--- config.mk ---
export PLATFORM = sky130hd
export DESIGN_NAME = dca_decode_x16
export DESIGN_NICKNAME = d
export VERILOG_FILES = /design/src/verilog/dca_pkg.sv /design/src/verilog/dca_edge.sv /design/src/verilog/dca_fifo2.sv /design/src/verilog/dca_decode_x16.sv
export VERILOG_INCLUDE_DIRS = /design/src /design/src/verilog
export SDC_FILE = /design/constraint.sdc
export NUM_CORES = 1
export LEC_CHECK = 0
export BUFFER_PORTS_ARGS = -buffer_cell sky130_fd_sc_hd__buf_2
export CAP_MARGIN = 0
export CELL_PAD_IN_SITES_DETAIL_PLACEMENT = 0
export CELL_PAD_IN_SITES_GLOBAL_PLACEMENT = 1
export CORE_ASPECT_RATIO = 0.5
export CORE_UTILIZATION = 45
export CTS_CLUSTER_DIAMETER = 40
export DETAILED_ROUTE_END_ITERATION = 16
export GPL_TIMING_DRIVEN = 0
export PLACE_DENSITY = 0.83
export SLEW_MARGIN = 5
export SYNTH_ARGS = -nofsm -noshare
export SYNTH_HDL_FRONTEND = slang
export SYNTH_SLANG_ARGS = --single-unit
--- constraint.sdc ---
create_clock -name MCLK -period 3.7 [get_ports MCLK]
set_clock_uncertainty 0.1 [all_clocks]
set_input_delay 0.185 -clock MCLK [delete_from_list [all_inputs] [get_ports MCLK]]
set_output_delay 0.185 -clock MCLK [all_outputs]
set_load 0.1 [all_outputs]
--- src/verilog/dca_defines.svh ---
// constants for the command/address capture and data-phase block
// assumes inclusion by bare name from every design file that needs them
`ifndef DCA_DEFINES_SVH
`define DCA_DEFINES_SVH

// command/address edge counts
`define DCA_CA_LAST_EDGE   3'd5
`define DCA_ROW_LAST_EDGE  3'd3

// command/address field positions
`define DCA_BIT_READ       47
`define DCA_BIT_SPACE      46
`define DCA_BIT_LINEAR     45
`define DCA_ROW_HI         44
`define DCA_ROW_LO         16
`define DCA_COL_HI         2
`define DCA_COL_LO         0

// reset values and the unmasked write byte enable
`define DCA_CA_RST         48'h000000000000
`define DCA_WORD_RST       16'h0000
`define DCA_ADDR_RST       32'h00000000
`define DCA_ROW_RST        29'h00000000
`define DCA_MASK_NONE      2'b11

`endif

--- src/verilog/dca_pkg.sv ---
// types shared by the command/address capture block
// assumes nothing of its surroundings
`default_nettype none

package dca_pkg;

  typedef enum logic [2:0] {
    ST_IDLE,
    ST_CMD,
    ST_BAD,
    ST_RD_LAT,
    ST_RD_DATA,
    ST_WR_LAT,
    ST_WR_DATA
  } dca_state_t;

endpackage

`default_nettype wire

--- src/verilog/dca_edge.sv ---
// level sampler with rise and fall pulses
// assumes the level is synchronous to clk
`timescale 1ns/1ps
`default_nettype none

module dca_edge #(
  parameter logic RST_LEVEL = 1'b0
) (
  input  wire logic clk,
  input  wire logic rst_n,
  input  wire logic level,
  output logic      rise,
  output logic      fall
);

  logic level_r;

  always_ff @(posedge clk or negedge rst_n) begin
    if (!rst_n) begin
      // idle level of the pin, so no false edge follows reset
      level_r <= RST_LEVEL;
    end else begin
      level_r <= level;
    end
  end

  assign rise = level & ~level_r;
  assign fall = ~level & level_r;

endmodule // dca_edge

`default_nettype wire

--- src/verilog/dca_fifo2.sv ---
// small first-in first-out buffer with valid/ready on both sides
// assumes one clock; flush drops every stored word
`timescale 1ns/1ps
`default_nettype none

module dca_fifo2 #(
  parameter int WIDTH = 16,
  parameter int DEPTH = 2
) (
  input  wire logic             clk,
  input  wire logic             rst_n,
  input  wire logic             flush,
  input  wire logic [WIDTH-1:0] in_data,
  input  wire logic             in_valid,
  output logic                  in_ready,
  output logic [WIDTH-1:0]      out_data,
  output logic                  out_valid,
  input  wire logic             out_ready
);

  localparam int PW = (DEPTH > 1) ? $clog2(DEPTH) : 1;
  localparam int CW = $clog2(DEPTH + 1);

  logic [WIDTH-1:0] mem [DEPTH];
  logic [PW-1:0]    wr_ptr_r;
  logic [PW-1:0]    rd_ptr_r;
  logic [CW-1:0]    count_r;
  logic             push;
  logic             pop;

  assign in_ready  = (count_r != CW'(DEPTH));
  assign out_valid = (count_r != '0);
  assign out_data  = mem[rd_ptr_r];
  assign push      = in_valid & in_ready;
  assign pop       = out_valid & out_ready;

  always_ff @(posedge clk) begin
    if (push) begin
      mem[wr_ptr_r] <= in_data;
    end
  end

  always_ff @(posedge clk or negedge rst_n) begin
    if (!rst_n) begin
      wr_ptr_r <= '0;
      rd_ptr_r <= '0;
      count_r  <= '0;
    end else if (flush) begin
      wr_ptr_r <= '0;
      rd_ptr_r <= '0;
      count_r  <= '0;
    end else begin
      if (push) begin
        wr_ptr_r <= (wr_ptr_r == PW'(DEPTH - 1)) ? '0 : wr_ptr_r + 1'b1;
      end
      if (pop) begin
        rd_ptr_r <= (rd_ptr_r == PW'(DEPTH - 1)) ? '0 : rd_ptr_r + 1'b1;
      end
      count_r <= count_r + CW'(push) - CW'(pop);
    end
  end

endmodule // dca_fifo2

`default_nettype wire

--- src/verilog/dca_decode_x16.sv ---
// command/address capture, decode and data phase of a x16 ddr memory port
// assumes bus pins are sampled by MCLK fast enough to see every bus clock edge;
// latency counting lives outside and reports the data phase by DATA_START
`timescale 1ns/1ps
`default_nettype none
`include "dca_defines.svh"

module dca_decode_x16 #(
  parameter int RD_DEPTH = 2
) (
  input  wire logic        MCLK,
  input  wire logic        RESETN,
  input  wire logic        CS_N,
  input  wire logic        BUS_CLOCK_TRUE,
  input  wire logic        BUS_CLOCK_COMPLEMENT,
  input  wire logic [15:0] DQ_IN,
  output logic      [15:0] DQ_OUT,
  output logic             DQ_OE,
  input  wire logic [1:0]  RW_DATA_STROBE_IN,
  output logic      [1:0]  RW_DATA_STROBE_OUT,
  output logic      [1:0]  RW_DATA_STROBE_OE,
  input  wire logic        LATENCY_EXTRA,
  input  wire logic        ZERO_LATENCY_WRITE,
  input  wire logic        DATA_START,
  output logic             START_ERROR,
  output logic             ROW_VALID,
  output logic      [28:0] ROW_ADDR,
  output logic             ROW_READ,
  output logic             CMD_VALID,
  output logic             CMD_READ,
  output logic             CMD_REG_SPACE,
  output logic             CMD_LINEAR,
  output logic      [31:0] CMD_WORD_ADDR,
  output logic             BURST_END,
  output logic      [31:0] BEAT_ADDR,
  output logic             BEAT_SECOND,
  input  wire logic [15:0] RD_DATA,
  input  wire logic        RD_VALID,
  output logic             RD_READY,
  output logic             RD_UNDERRUN,
  output logic      [15:0] WR_DATA,
  output logic      [1:0]  WR_BYTE_EN,
  output logic             WR_VALID
);

  dca_pkg::dca_state_t state_r;
  dca_pkg::dca_state_t state_nxt;

  logic        ck_rise;
  logic        ck_fall;
  logic        ck_edge;
  logic        cs_rise;
  logic        cs_fall;
  logic        clock_idle;
  logic [2:0]  edge_cnt_r;
  logic [47:0] ca_r;
  logic [47:0] ca_nxt;
  logic        lat_r;
  logic        zero_lat_r;
  logic [31:0] addr_r;
  logic [15:0] buf_data;
  logic        buf_valid;
  logic        buf_pop;
  logic        buf_in_ready;

  dca_edge u_ck_edge (
    .clk   (MCLK),
    .rst_n (RESETN),
    .level (BUS_CLOCK_TRUE),
    .rise  (ck_rise),
    .fall  (ck_fall)
  );

  dca_edge #(
    .RST_LEVEL (1'b1)
  ) u_cs_edge (
    .clk   (MCLK),
    .rst_n (RESETN),
    .level (CS_N),
    .rise  (cs_rise),
    .fall  (cs_fall)
  );

  assign ck_edge    = ck_rise | ck_fall;
  assign clock_idle = ~BUS_CLOCK_TRUE & BUS_CLOCK_COMPLEMENT;
  // upper lines never enter the shift, whatever the host drives there
  assign ca_nxt     = {ca_r[39:0], DQ_IN[7:0]};

  // read words wait here so a late bus edge never drops one
  dca_fifo2 #(
    .WIDTH (16),
    .DEPTH (RD_DEPTH)
  ) u_rd_buf (
    .clk       (MCLK),
    .rst_n     (RESETN),
    .flush     (CS_N),
    .in_data   (RD_DATA),
    .in_valid  (RD_VALID),
    .in_ready  (buf_in_ready),
    .out_data  (buf_data),
    .out_valid (buf_valid),
    .out_ready (buf_pop)
  );

  assign RD_READY = buf_in_ready & ~CS_N;
  assign buf_pop  = (state_r == dca_pkg::ST_RD_DATA) & ck_edge;

  always_comb begin
    state_nxt = state_r;
    unique case (state_r)
      dca_pkg::ST_IDLE: begin
        if (cs_fall) begin
          state_nxt = clock_idle ? dca_pkg::ST_CMD : dca_pkg::ST_BAD;
        end
      end
      dca_pkg::ST_CMD: begin
        if (ck_edge && edge_cnt_r == `DCA_CA_LAST_EDGE) begin
          state_nxt = ca_nxt[`DCA_BIT_READ] ? dca_pkg::ST_RD_LAT : dca_pkg::ST_WR_LAT;
        end
      end
      dca_pkg::ST_BAD: begin
        state_nxt = dca_pkg::ST_BAD;
      end
      dca_pkg::ST_RD_LAT: begin
        if (DATA_START) begin
          state_nxt = dca_pkg::ST_RD_DATA;
        end
      end
      dca_pkg::ST_RD_DATA: begin
        state_nxt = dca_pkg::ST_RD_DATA;
      end
      dca_pkg::ST_WR_LAT: begin
        if (DATA_START) begin
          state_nxt = dca_pkg::ST_WR_DATA;
        end
      end
      dca_pkg::ST_WR_DATA: begin
        state_nxt = dca_pkg::ST_WR_DATA;
      end
    endcase
    // select high ends any burst, checked last so it wins
    if (CS_N) begin
      state_nxt = dca_pkg::ST_IDLE;
    end
  end

  always_ff @(posedge MCLK or negedge RESETN) begin
    if (!RESETN) begin
      state_r <= dca_pkg::ST_IDLE;
    end else begin
      state_r <= state_nxt;
    end
  end

  // command shift and edge count
  always_ff @(posedge MCLK or negedge RESETN) begin
    if (!RESETN) begin
      ca_r       <= `DCA_CA_RST;
      edge_cnt_r <= 3'd0;
    end else if (state_r == dca_pkg::ST_IDLE) begin
      edge_cnt_r <= 3'd0;
    end else if (state_r == dca_pkg::ST_CMD && ck_edge) begin
      ca_r       <= ca_nxt;
      edge_cnt_r <= edge_cnt_r + 3'd1;
    end
  end

  // latency hint and write mode, held for the whole transaction
  always_ff @(posedge MCLK or negedge RESETN) begin
    if (!RESETN) begin
      lat_r      <= 1'b0;
      zero_lat_r <= 1'b0;
    end else if (state_r == dca_pkg::ST_IDLE && cs_fall) begin
      lat_r      <= LATENCY_EXTRA;
      zero_lat_r <= ZERO_LATENCY_WRITE;
    end
  end

  // early row pulse lets the array start before the start word arrives
  always_ff @(posedge MCLK or negedge RESETN) begin
    if (!RESETN) begin
      ROW_VALID <= 1'b0;
      ROW_ADDR  <= `DCA_ROW_RST;
      ROW_READ  <= 1'b0;
    end else begin
      ROW_VALID <= 1'b0;
      if (state_r == dca_pkg::ST_CMD && ck_edge && edge_cnt_r == `DCA_ROW_LAST_EDGE) begin
        ROW_VALID <= 1'b1;
        ROW_ADDR  <= ca_nxt[28:0];
        ROW_READ  <= ca_nxt[31];
      end
    end
  end

  // decoded command, one pulse after the sixth edge
  always_ff @(posedge MCLK or negedge RESETN) begin
    if (!RESETN) begin
      CMD_VALID     <= 1'b0;
      CMD_READ      <= 1'b0;
      CMD_REG_SPACE <= 1'b0;
      CMD_LINEAR    <= 1'b0;
      CMD_WORD_ADDR <= `DCA_ADDR_RST;
    end else begin
      CMD_VALID <= 1'b0;
      if (state_r == dca_pkg::ST_CMD && ck_edge && edge_cnt_r == `DCA_CA_LAST_EDGE) begin
        CMD_VALID     <= 1'b1;
        CMD_READ      <= ca_nxt[`DCA_BIT_READ];
        CMD_REG_SPACE <= ca_nxt[`DCA_BIT_SPACE];
        CMD_LINEAR    <= ca_nxt[`DCA_BIT_LINEAR];
        // reserved bits 15..3 are dropped here
        CMD_WORD_ADDR <= {ca_nxt[`DCA_ROW_HI:`DCA_ROW_LO],
                          ca_nxt[`DCA_COL_HI:`DCA_COL_LO]};
      end
    end
  end

  // beat address: one step per bus cycle, after its second word
  always_ff @(posedge MCLK or negedge RESETN) begin
    if (!RESETN) begin
      addr_r      <= `DCA_ADDR_RST;
      BEAT_ADDR   <= `DCA_ADDR_RST;
      BEAT_SECOND <= 1'b0;
    end else if (CMD_VALID) begin
      addr_r <= CMD_WORD_ADDR;
    end else if ((state_r == dca_pkg::ST_RD_DATA || state_r == dca_pkg::ST_WR_DATA)
                 && ck_edge) begin
      BEAT_ADDR   <= addr_r;
      BEAT_SECOND <= ck_fall;
      if (ck_fall) begin
        addr_r <= addr_r + 32'd1;
      end
    end
  end

  // strobe pins: latency hint, then read strobe, released for writes
  always_ff @(posedge MCLK or negedge RESETN) begin
    if (!RESETN) begin
      RW_DATA_STROBE_OUT <= 2'b00;
      RW_DATA_STROBE_OE  <= 2'b00;
    end else begin
      unique case (state_nxt)
        dca_pkg::ST_CMD: begin
          // lat_r still holds the previous hint in the first command cycle
          RW_DATA_STROBE_OUT <= {2{(state_r == dca_pkg::ST_IDLE) ? LATENCY_EXTRA : lat_r}};
          RW_DATA_STROBE_OE  <= 2'b11;
        end
        dca_pkg::ST_RD_LAT: begin
          RW_DATA_STROBE_OUT <= 2'b00;
          RW_DATA_STROBE_OE  <= 2'b11;
        end
        dca_pkg::ST_RD_DATA: begin
          if (state_r == dca_pkg::ST_RD_DATA && ck_edge) begin
            RW_DATA_STROBE_OUT <= {2{ck_rise}};
          end
          RW_DATA_STROBE_OE <= 2'b11;
        end
        default: begin
          // write phases leave the strobe to the host or undriven
          RW_DATA_STROBE_OUT <= 2'b00;
          RW_DATA_STROBE_OE  <= 2'b00;
        end
      endcase
    end
  end

  // read data leaves with the strobe transition that carries it
  always_ff @(posedge MCLK or negedge RESETN) begin
    if (!RESETN) begin
      DQ_OUT      <= `DCA_WORD_RST;
      DQ_OE       <= 1'b0;
      RD_UNDERRUN <= 1'b0;
    end else begin
      RD_UNDERRUN <= 1'b0;
      DQ_OE       <= (state_nxt == dca_pkg::ST_RD_DATA);
      if (buf_pop) begin
        if (buf_valid) begin
          DQ_OUT <= buf_data;
        end else begin
          RD_UNDERRUN <= 1'b1;
        end
      end
    end
  end

  // write words sampled on each bus edge, with their byte masks except in zero latency write mode
  always_ff @(posedge MCLK or negedge RESETN) begin
    if (!RESETN) begin
      WR_DATA    <= `DCA_WORD_RST;
      WR_BYTE_EN <= 2'b00;
      WR_VALID   <= 1'b0;
    end else begin
      WR_VALID <= 1'b0;
      if (state_r == dca_pkg::ST_WR_DATA && ck_edge) begin
        WR_VALID   <= 1'b1;
        WR_DATA    <= DQ_IN;
        WR_BYTE_EN <= zero_lat_r ? `DCA_MASK_NONE : ~RW_DATA_STROBE_IN;
      end
    end
  end

  // status pulses
  always_ff @(posedge MCLK or negedge RESETN) begin
    if (!RESETN) begin
      START_ERROR <= 1'b0;
      BURST_END   <= 1'b0;
    end else begin
      START_ERROR <= (state_r == dca_pkg::ST_IDLE) & cs_fall & ~clock_idle;
      BURST_END   <= cs_rise & (state_r != dca_pkg::ST_IDLE);
    end
  end

endmodule // dca_decode_x16

`default_nettype wire

==> flow_metrics.py, run 1 <==
metrics = {
    "yosys": {
        "postSynth.asyncResetShare": 0.876,
        "synth-edff-count": 32,
        "synthCells": 823,
        "yosysSeqAreaShare": 0.639,
        "synth_seq_cells": 259,
        "synth_nets": 874,
        "yosys_warnings": 0,
        "synth_top_cell_by_area": "dfrtp_1",
        "syn_area_um2": 10400,
        "ys_top_cells_by_area": "dfrtp_1, mux2_2, edfxtp_1, nand2_1, xor2_1",
        "synth.avg_cell_area_um2": 12.6,
        "yosysTopAreaCellShare": 0.544,
        "synth_ff_type": "dfrtp_1",
        "synthDistinctLibCells": 48,
    },
    "critical_path": {
        "ff2ff_path_depth": 11,
        "worstSetupPathType": "in -> reg",
        "cp.depth": 14,
        "critical-path-top-delay-family": "buffers and inverters",
        "crit_path_cell_trace": "dlygate4sd3_1, buf_2, inv_1, ha_1, nor3b_1, nand2_1, nor2_1, buf_2, ha_1, inv_1, ha_1, xor2_1, xnor2_1, nor2_1",
        "r2r_slack_ns": 0.54,
        "path_max_fanout": 10,
        "crit_top_cell": "ha_1",
        "critPathBufInv": 5,
        "cpPeakStageDelay_ns": 0.53,
        "start_kind": "primary input",
        "cp.arrival_ns": 3.47,
        "r2r-start": "u_ck_edge.level_r",
        "cp.required_ns": 4.01,
        "r2r_end": "u_rd_buf.count_r[1]",
        "crit_path_top_delay_cell": "dlygate4sd3_1",
        "cp-end-kind": "flip-flop",
    },
    "run_status": {
        "status": "complete, no violations",
    },
    "drt": {
        "vias_per_cell": 4.97,
        "vias": 6949,
        "route.detailed.drc": 0,
        "drtIter0Drc": 557,
        "routedWlPerCell_um": 17.3,
        "dr.pass1.iters": 4,
        "ant_nets": 0,
        "routed_wl_um": 24200,
    },
    "hold_path": {
        "holdPathStages": 4,
        "hp-class": "in -> reg",
        "worstHoldStart": "DATA_START",
        "whs_endpoint": "state_r[1]",
    },
    "pwr": {
        "power.leakage_uw": 0.00652,
        "p_per_area_nw_per_um2": 525,
        "irDropWorstVdd_mv": 0.299,
    },
    "layout": {
        "fin_util": 0.587,
        "antenna-diode-count": 0,
        "finalInstanceArea_um2": 13000,
        "nFillCells": 1826,
        "syn2layout_area_growth_pct": 25.1,
        "layout.nets": 1130,
        "layout.cells.non_filler": 1398,
        "final_layout_size_suffix_gt1_frac": 0.341,
    },
    "timing": {
        "post-route-period-util": 0.853,
        "fin_setup_tns_ns": 0,
        "setup_viol": 0,
        "worst_slew_pin_slew_ns": 0.866,
        "hold_viol": 0,
        "max_freq_mhz": 317,
        "fin_crit_ns": 3.16,
        "worst_slew_margin_rel": 0.422,
        "rsz0062_at_grt": "false",
        "drv_slew": 0,
    },
    "flow_run": {
        "cap_violations": 0,
    },
    "clocking": {
        "clkSinkCount": 259,
        "htreeDepth": 1,
        "clock_path_buffers": 3,
        "clk_pin_slew_ns": 0.06,
        "cts-root-buf": "clkbuf_16",
        "cts_tree": "yes",
        "insertion_delay_ns": 0.55,
        "cts_made_buffers": 26,
        "cts-resized-gates": 0,
    },
    "global_routing": {
        "grt_pass1_wl_um": 38600,
        "grt_pass1_vias": 7168,
        "grt_util_all_layers": 0.210,
        "grt_max_degree": 122,
        "grt.overflow.total": 0,
        "antenna_found_initial": 0,
    },
    "placed_design": {
        "port_buffers": 186,
        "hpwlAfterDp_um": 16400,
        "dp_cells": 1310,
        "place_area_um2": 11700,
        "gp_congestion": 0.806,
    },
    "floorplanning": {
        "core_area_um2": 22200,
        "rows": 38,
        "ios": 187,
        "start_util": 0.469,
        "dieArea_um2": 23800,
        "die_w_um": 217,
        "dieHeight_um": 110,
    },
}
where the power goes:
part           switching [uW]  internal (uW)  total [uW]  leakage [uW]
sequential                188           3090        3280       0.00327
clock                    1130           1540        2670      0.000410
combinational             654            228         882       0.00285
total                    1970           4860        6830       0.00652
sequential cells by signal (all words and copies together), names as in the netlist, 3 cells and up:
name / count
addr_r: 32
u_rd_buf.mem: 32
state_r: 3
CMD_WORD_ADDR: 32
DQ_OUT: 16
edge_cnt_r: 3
BEAT_ADDR: 32
ROW_ADDR: 29
WR_DATA: 16
ca_r: 40
through the flow:
stage                     worst slack [ns]  hold WS [ns]  total power [uW]
after global placement               -1.52         0.208              4160
after floorplan                       1.08        -0.211              3900
after CTS                            0.544        0.0521              6870
after detailed placement             0.532         0.197              4180
final                                0.545        0.0680              6830
after global routing                 0.270        0.0688              7110
what timing repair did:
action	4_1_cts	5_1_grt
buffers inserted	0	0
endpoints found under the setup margin	0	0
endpoints found under the hold margin	182	0
hold buffers	41	0
per-layer routing:
| layer | share of wire | track usage | vias to the layer above | wire length, um |
|---|---|---|---|---|
| met5 | 0 | 0 | - | 0 |
| met4 | 0.019 | 0.0493 | 0 | 462 |
| met3 | 0.047 | 0.0445 | 38 | 1130 |
| met2 | 0.47 | 0.341 | 135 | 11500 |
| met1 | 0.46 | 0.291 | 3468 | 11100 |
| li1 | - | - | 3308 | - |
cells in the final DEF (no fill, tap or decap), types with 18 or more instances in the layout:
master / synthesis / layout
a21oi_1: 18 / 18
buf_2: 13 / 198
clkbuf_1: 20 / 27
clkbuf_16: 0 / 26
dfrtp_1: 226 / 226
dlygate4sd3_1: 0 / 41
edfxtp_1: 32 / 32
mux2_2: 116 / 116
mux2i_1: 19 / 19
nand2_1: 174 / 174
nor2_1: 39 / 38
o21ai_0: 37 / 37
xor2_1: 22 / 22
worst max path at each step:
| stage | startpoint | end | slack [ns] |
|---|---|---|---|
| 2_1_floorplan | u_ck_edge.level_r | u_rd_buf.count_r[1] | 1.08 |
| 3_3_place_gp | RESETN | BEAT_ADDR[12] | -1.52 |
| 3_5_place_dp | u_ck_edge.level_r | u_rd_buf.count_r[1] | 0.53 |
| 4_1_cts | u_ck_edge.level_r | u_rd_buf.count_r[1] | 0.54 |
| 5_1_grt | u_ck_edge.level_r | u_rd_buf.count_r[1] | 0.27 |
| 6_report | BUS_CLOCK_TRUE | u_rd_buf.count_r[1] | 0.54 |
worst reg2reg max path, cell delays in order, from the launching register on:
cell and delay (ns):
dfrtp_1 0.38, ha_1 0.36, nor3b_1 0.36, nand2_1 0.21, nor2_1 0.43, buf_2 0.33
ha_1 0.26, inv_1 0.06, ha_1 0.15, xor2_1 0.20, xnor2_1 0.16, nor2_1 0.06
cells in the mapped netlist (all sizes together), types with 2 or more instances:
library cell,count
dfrtp,226
nand2,174
mux2,116
nor2,39
o21ai,38
edfxtp,32
xor2,22
clkbuf,20
mux2i,19
a21oi,18
buf,18
inv,13
xnor2,13
nand3,12
and3,8
ha,8
nand4,6
nor2b,4
a31oi,3
and4,3
nor3,3
nor4,3
or3,3
nand2b,2
nor3b,2
or2,2
cell type report:
type / count / area [um2] / area share
timing repair buffer: 228 / 1380 / 0.106
sequential: 259 / 6640 / 0.510
buffer: 38 / 174 / 0.0134
inverter: 13 / 48.8 / 0.00375
tap: 300 / 375 / 0.0288
clock buffer: 34 / 691 / 0.0531
clock inverter: 13 / 165 / 0.0127
multi-input combinational: 513 / 3540 / 0.272
cell families after synthesis:
kind of cell	synth area share
compound gates	0.0374
xor+xnor	0.0295
fa+ha+maj	0.00962
buf+inv	0.0214
flops	0.639
mux	0.144
simple gates	0.120
No activity file was read; power rests on OpenSTA's default activity.
==> run 2, diff against run 1 <==
==> constraint.sdc (replaced) <==
create_clock -name MCLK -period 3.7 [get_ports MCLK]
set_clock_uncertainty 0.1 [all_clocks]
set_input_delay 0.74 -clock MCLK [delete_from_list [all_inputs] [get_ports MCLK]]
set_output_delay 0.74 -clock MCLK [all_outputs]
set_load 0.1 [all_outputs]
==> run 2 against run 1 <==
- worst hold slack better by 0.069 ns
- power is 0.68% lower
- sequential share of layout area is 1.7 points higher
- clock power hardly changed
- design area is 3.2% lower
- first-iteration DRC count is 4.1% lower
- sequential cell count stayed put
- global-route usage is 0.56 points lower
- final cell count is 2.9% lower
- non-clock buffer count is 41 lower
- sequential power hardly changed
==> flow_metrics.py, run 2 (synthesized netlist as in run 1, its figures left out) <==
metrics = {
    "run_status": {
        "status": "complete, no violations",
    },
    "timing": {
        "hold_viol": 0,
        "rsz0062_at_grt": "false",
        "setup_viol": 0,
        "worst_slew_pin_slew_ns": 0.834,
        "drv_slew": 0,
        "fin_setup_tns_ns": 0,
        "hold-worst-slack_ns": 0.137,
        "max_freq_mhz": 317,
        "worst_slew_margin_rel": 0.441,
        "post-route-period-util": 0.852,
        "fin_crit_ns": 3.15,
    },
    "drt": {
        "dr.pass1.iters": 4,
        "route.detailed.drc": 0,
        "drtIter0Drc": 534,
        "vias": 6765,
        "routed_wl_um": 23400,
        "vias_per_cell": 4.99,
        "ant_nets": 0,
        "dr_wl_met3_um": 1130,
        "wl_met2_um": 11000,
        "routedWlPerCell_um": 17.3,
        "top_layer": "met4",
        "met1Wirelength_um": 10900,
    },
    "clocking": {
        "clock_path_buffers": 3,
        "cts-resized-gates": 0,
        "htreeDepth": 1,
        "cts_tree": "yes",
        "holdBufCountCts": 0,
        "clkSinkCount": 259,
        "clk_pin_slew_ns": 0.06,
        "postCtsSetupRepairBufs": 0,
        "cts-root-buf": "clkbuf_16",
        "insertion_delay_ns": 0.55,
        "cts_made_buffers": 26,
    },
    "critical_path": {
        "start_kind": "primary input",
        "cp.arrival_ns": 3.46,
        "cp-end-kind": "flip-flop",
        "cp.required_ns": 4.01,
        "path_max_fanout": 10,
        "worstSetupPathType": "in -> reg",
    },
    "layout": {
        "regMostFlops": "ca_r",
        "nFillCells": 1873,
        "final_layout_size_suffix_gt1_frac": 0.354,
        "layout_common_cells": "dfrtp_1, buf_2, nand2_1",
        "multi_input_area_um2": 3540,
        "syn2layout_area_growth_pct": 21.2,
        "mostFrequentLayoutCell": "dfrtp_1",
        "regArea_um2": 6640,
        "layout.nets": 1089,
        "antenna-diode-count": 0,
        "largest_register_ffs": 40,
    },
    "floorplanning": {
        "dieArea_um2": 23800,
        "dieHeight_um": 110,
        "ios": 187,
        "core_area_um2": 22200,
        "rows": 38,
        "start_util": 0.469,
        "die_w_um": 217,
    },
    "placed_design": {
        "hpwlAfterDp_um": 16400,
        "port_buffers": 186,
        "gp_congestion": 0.806,
    },
    "pwr": {
        "power.leakage_uw": 0.00635,
        "p_per_area_nw_per_um2": 538,
        "irDropWorstVdd_mv": 0.296,
    },
    "global_routing": {
        "grt.overflow.total": 0,
        "grt_pass1_wl_um": 37600,
        "grt_max_degree": 122,
        "grt_pass1_vias": 6918,
        "antenna_found_initial": 0,
        "grt_util_all_layers": 0.204,
    },
    "flow_run": {
        "cap_violations": 0,
    },
    "hold_path": {
        "hp-class": "in -> async",
    },
}
run 2: changes by cell type in the layout (fill, tap and decap cells not counted):
cell,before,now
dlygate4sd3_1,41,0
run 2: metal layers:
metal  up-vias  track usage
met3        33       0.0440
met5         -            0
met2       123        0.327
met1      3383        0.288
met4         0       0.0448
li1       3226            -
run 2: stage by stage:
step                power, uW  setup WS (ns)  area (um2)  utilization  instances
floorplan                3900          0.396       10400            -        823
global placement         4160          -2.07       11700        0.528       1309
detailed placement       4180        -0.0153       11700        0.530       1310
CTS                      6840          0.544       12600        0.569       1357
global route             7070          0.270       12600        0.569       1357
finish                   6780          0.549       12600        0.569       1357
run 2: path summary, 6_finish.rpt:
path,start,end,slack (ns),cells past startpoint
min,RESETN,WR_DATA[11],0.14,1
min reg2reg,u_rd_buf.count_r[0],RD_UNDERRUN,0.36,1
max reg2reg,u_ck_edge.level_r,u_rd_buf.count_r[1],0.56,11
max in group asynchronous,RESETN,BEAT_ADDR[12],2.26,2
min in group MCLK,CS_N,u_cs_edge.level_r,0.21,1
max,BUS_CLOCK_TRUE,u_rd_buf.count_r[1],0.55,13
run 2: where the power goes:
| part | switching, uW | internal (uW) |
|---|---|---|
| clock | 1120 | 1540 |
| sequential | 187 | 3090 |
| combinational | 646 | 200 |
| total | 1950 | 4830 |
run 2: cell type report:
type                    instances  share of cell area
flip-flops and latches        259               0.527
multi-input cells             513               0.281
repair buffers                187              0.0768
clock buffers                  34              0.0548
well taps                     300              0.0298
plain buffers                  38              0.0138
clock inverters                13              0.0131
inverters                      13             0.00387
run 2: critical path: stages:
cell,delay (ns)
buf_2,0.11
inv_1,0.05
ha_1,0.37
nor3b_1,0.36
nand2_1,0.20
nor2_1,0.42
buf_2,0.33
ha_1,0.26
inv_1,0.06
ha_1,0.15
xor2_1,0.20
xnor2_1,0.16
nor2_1,0.06
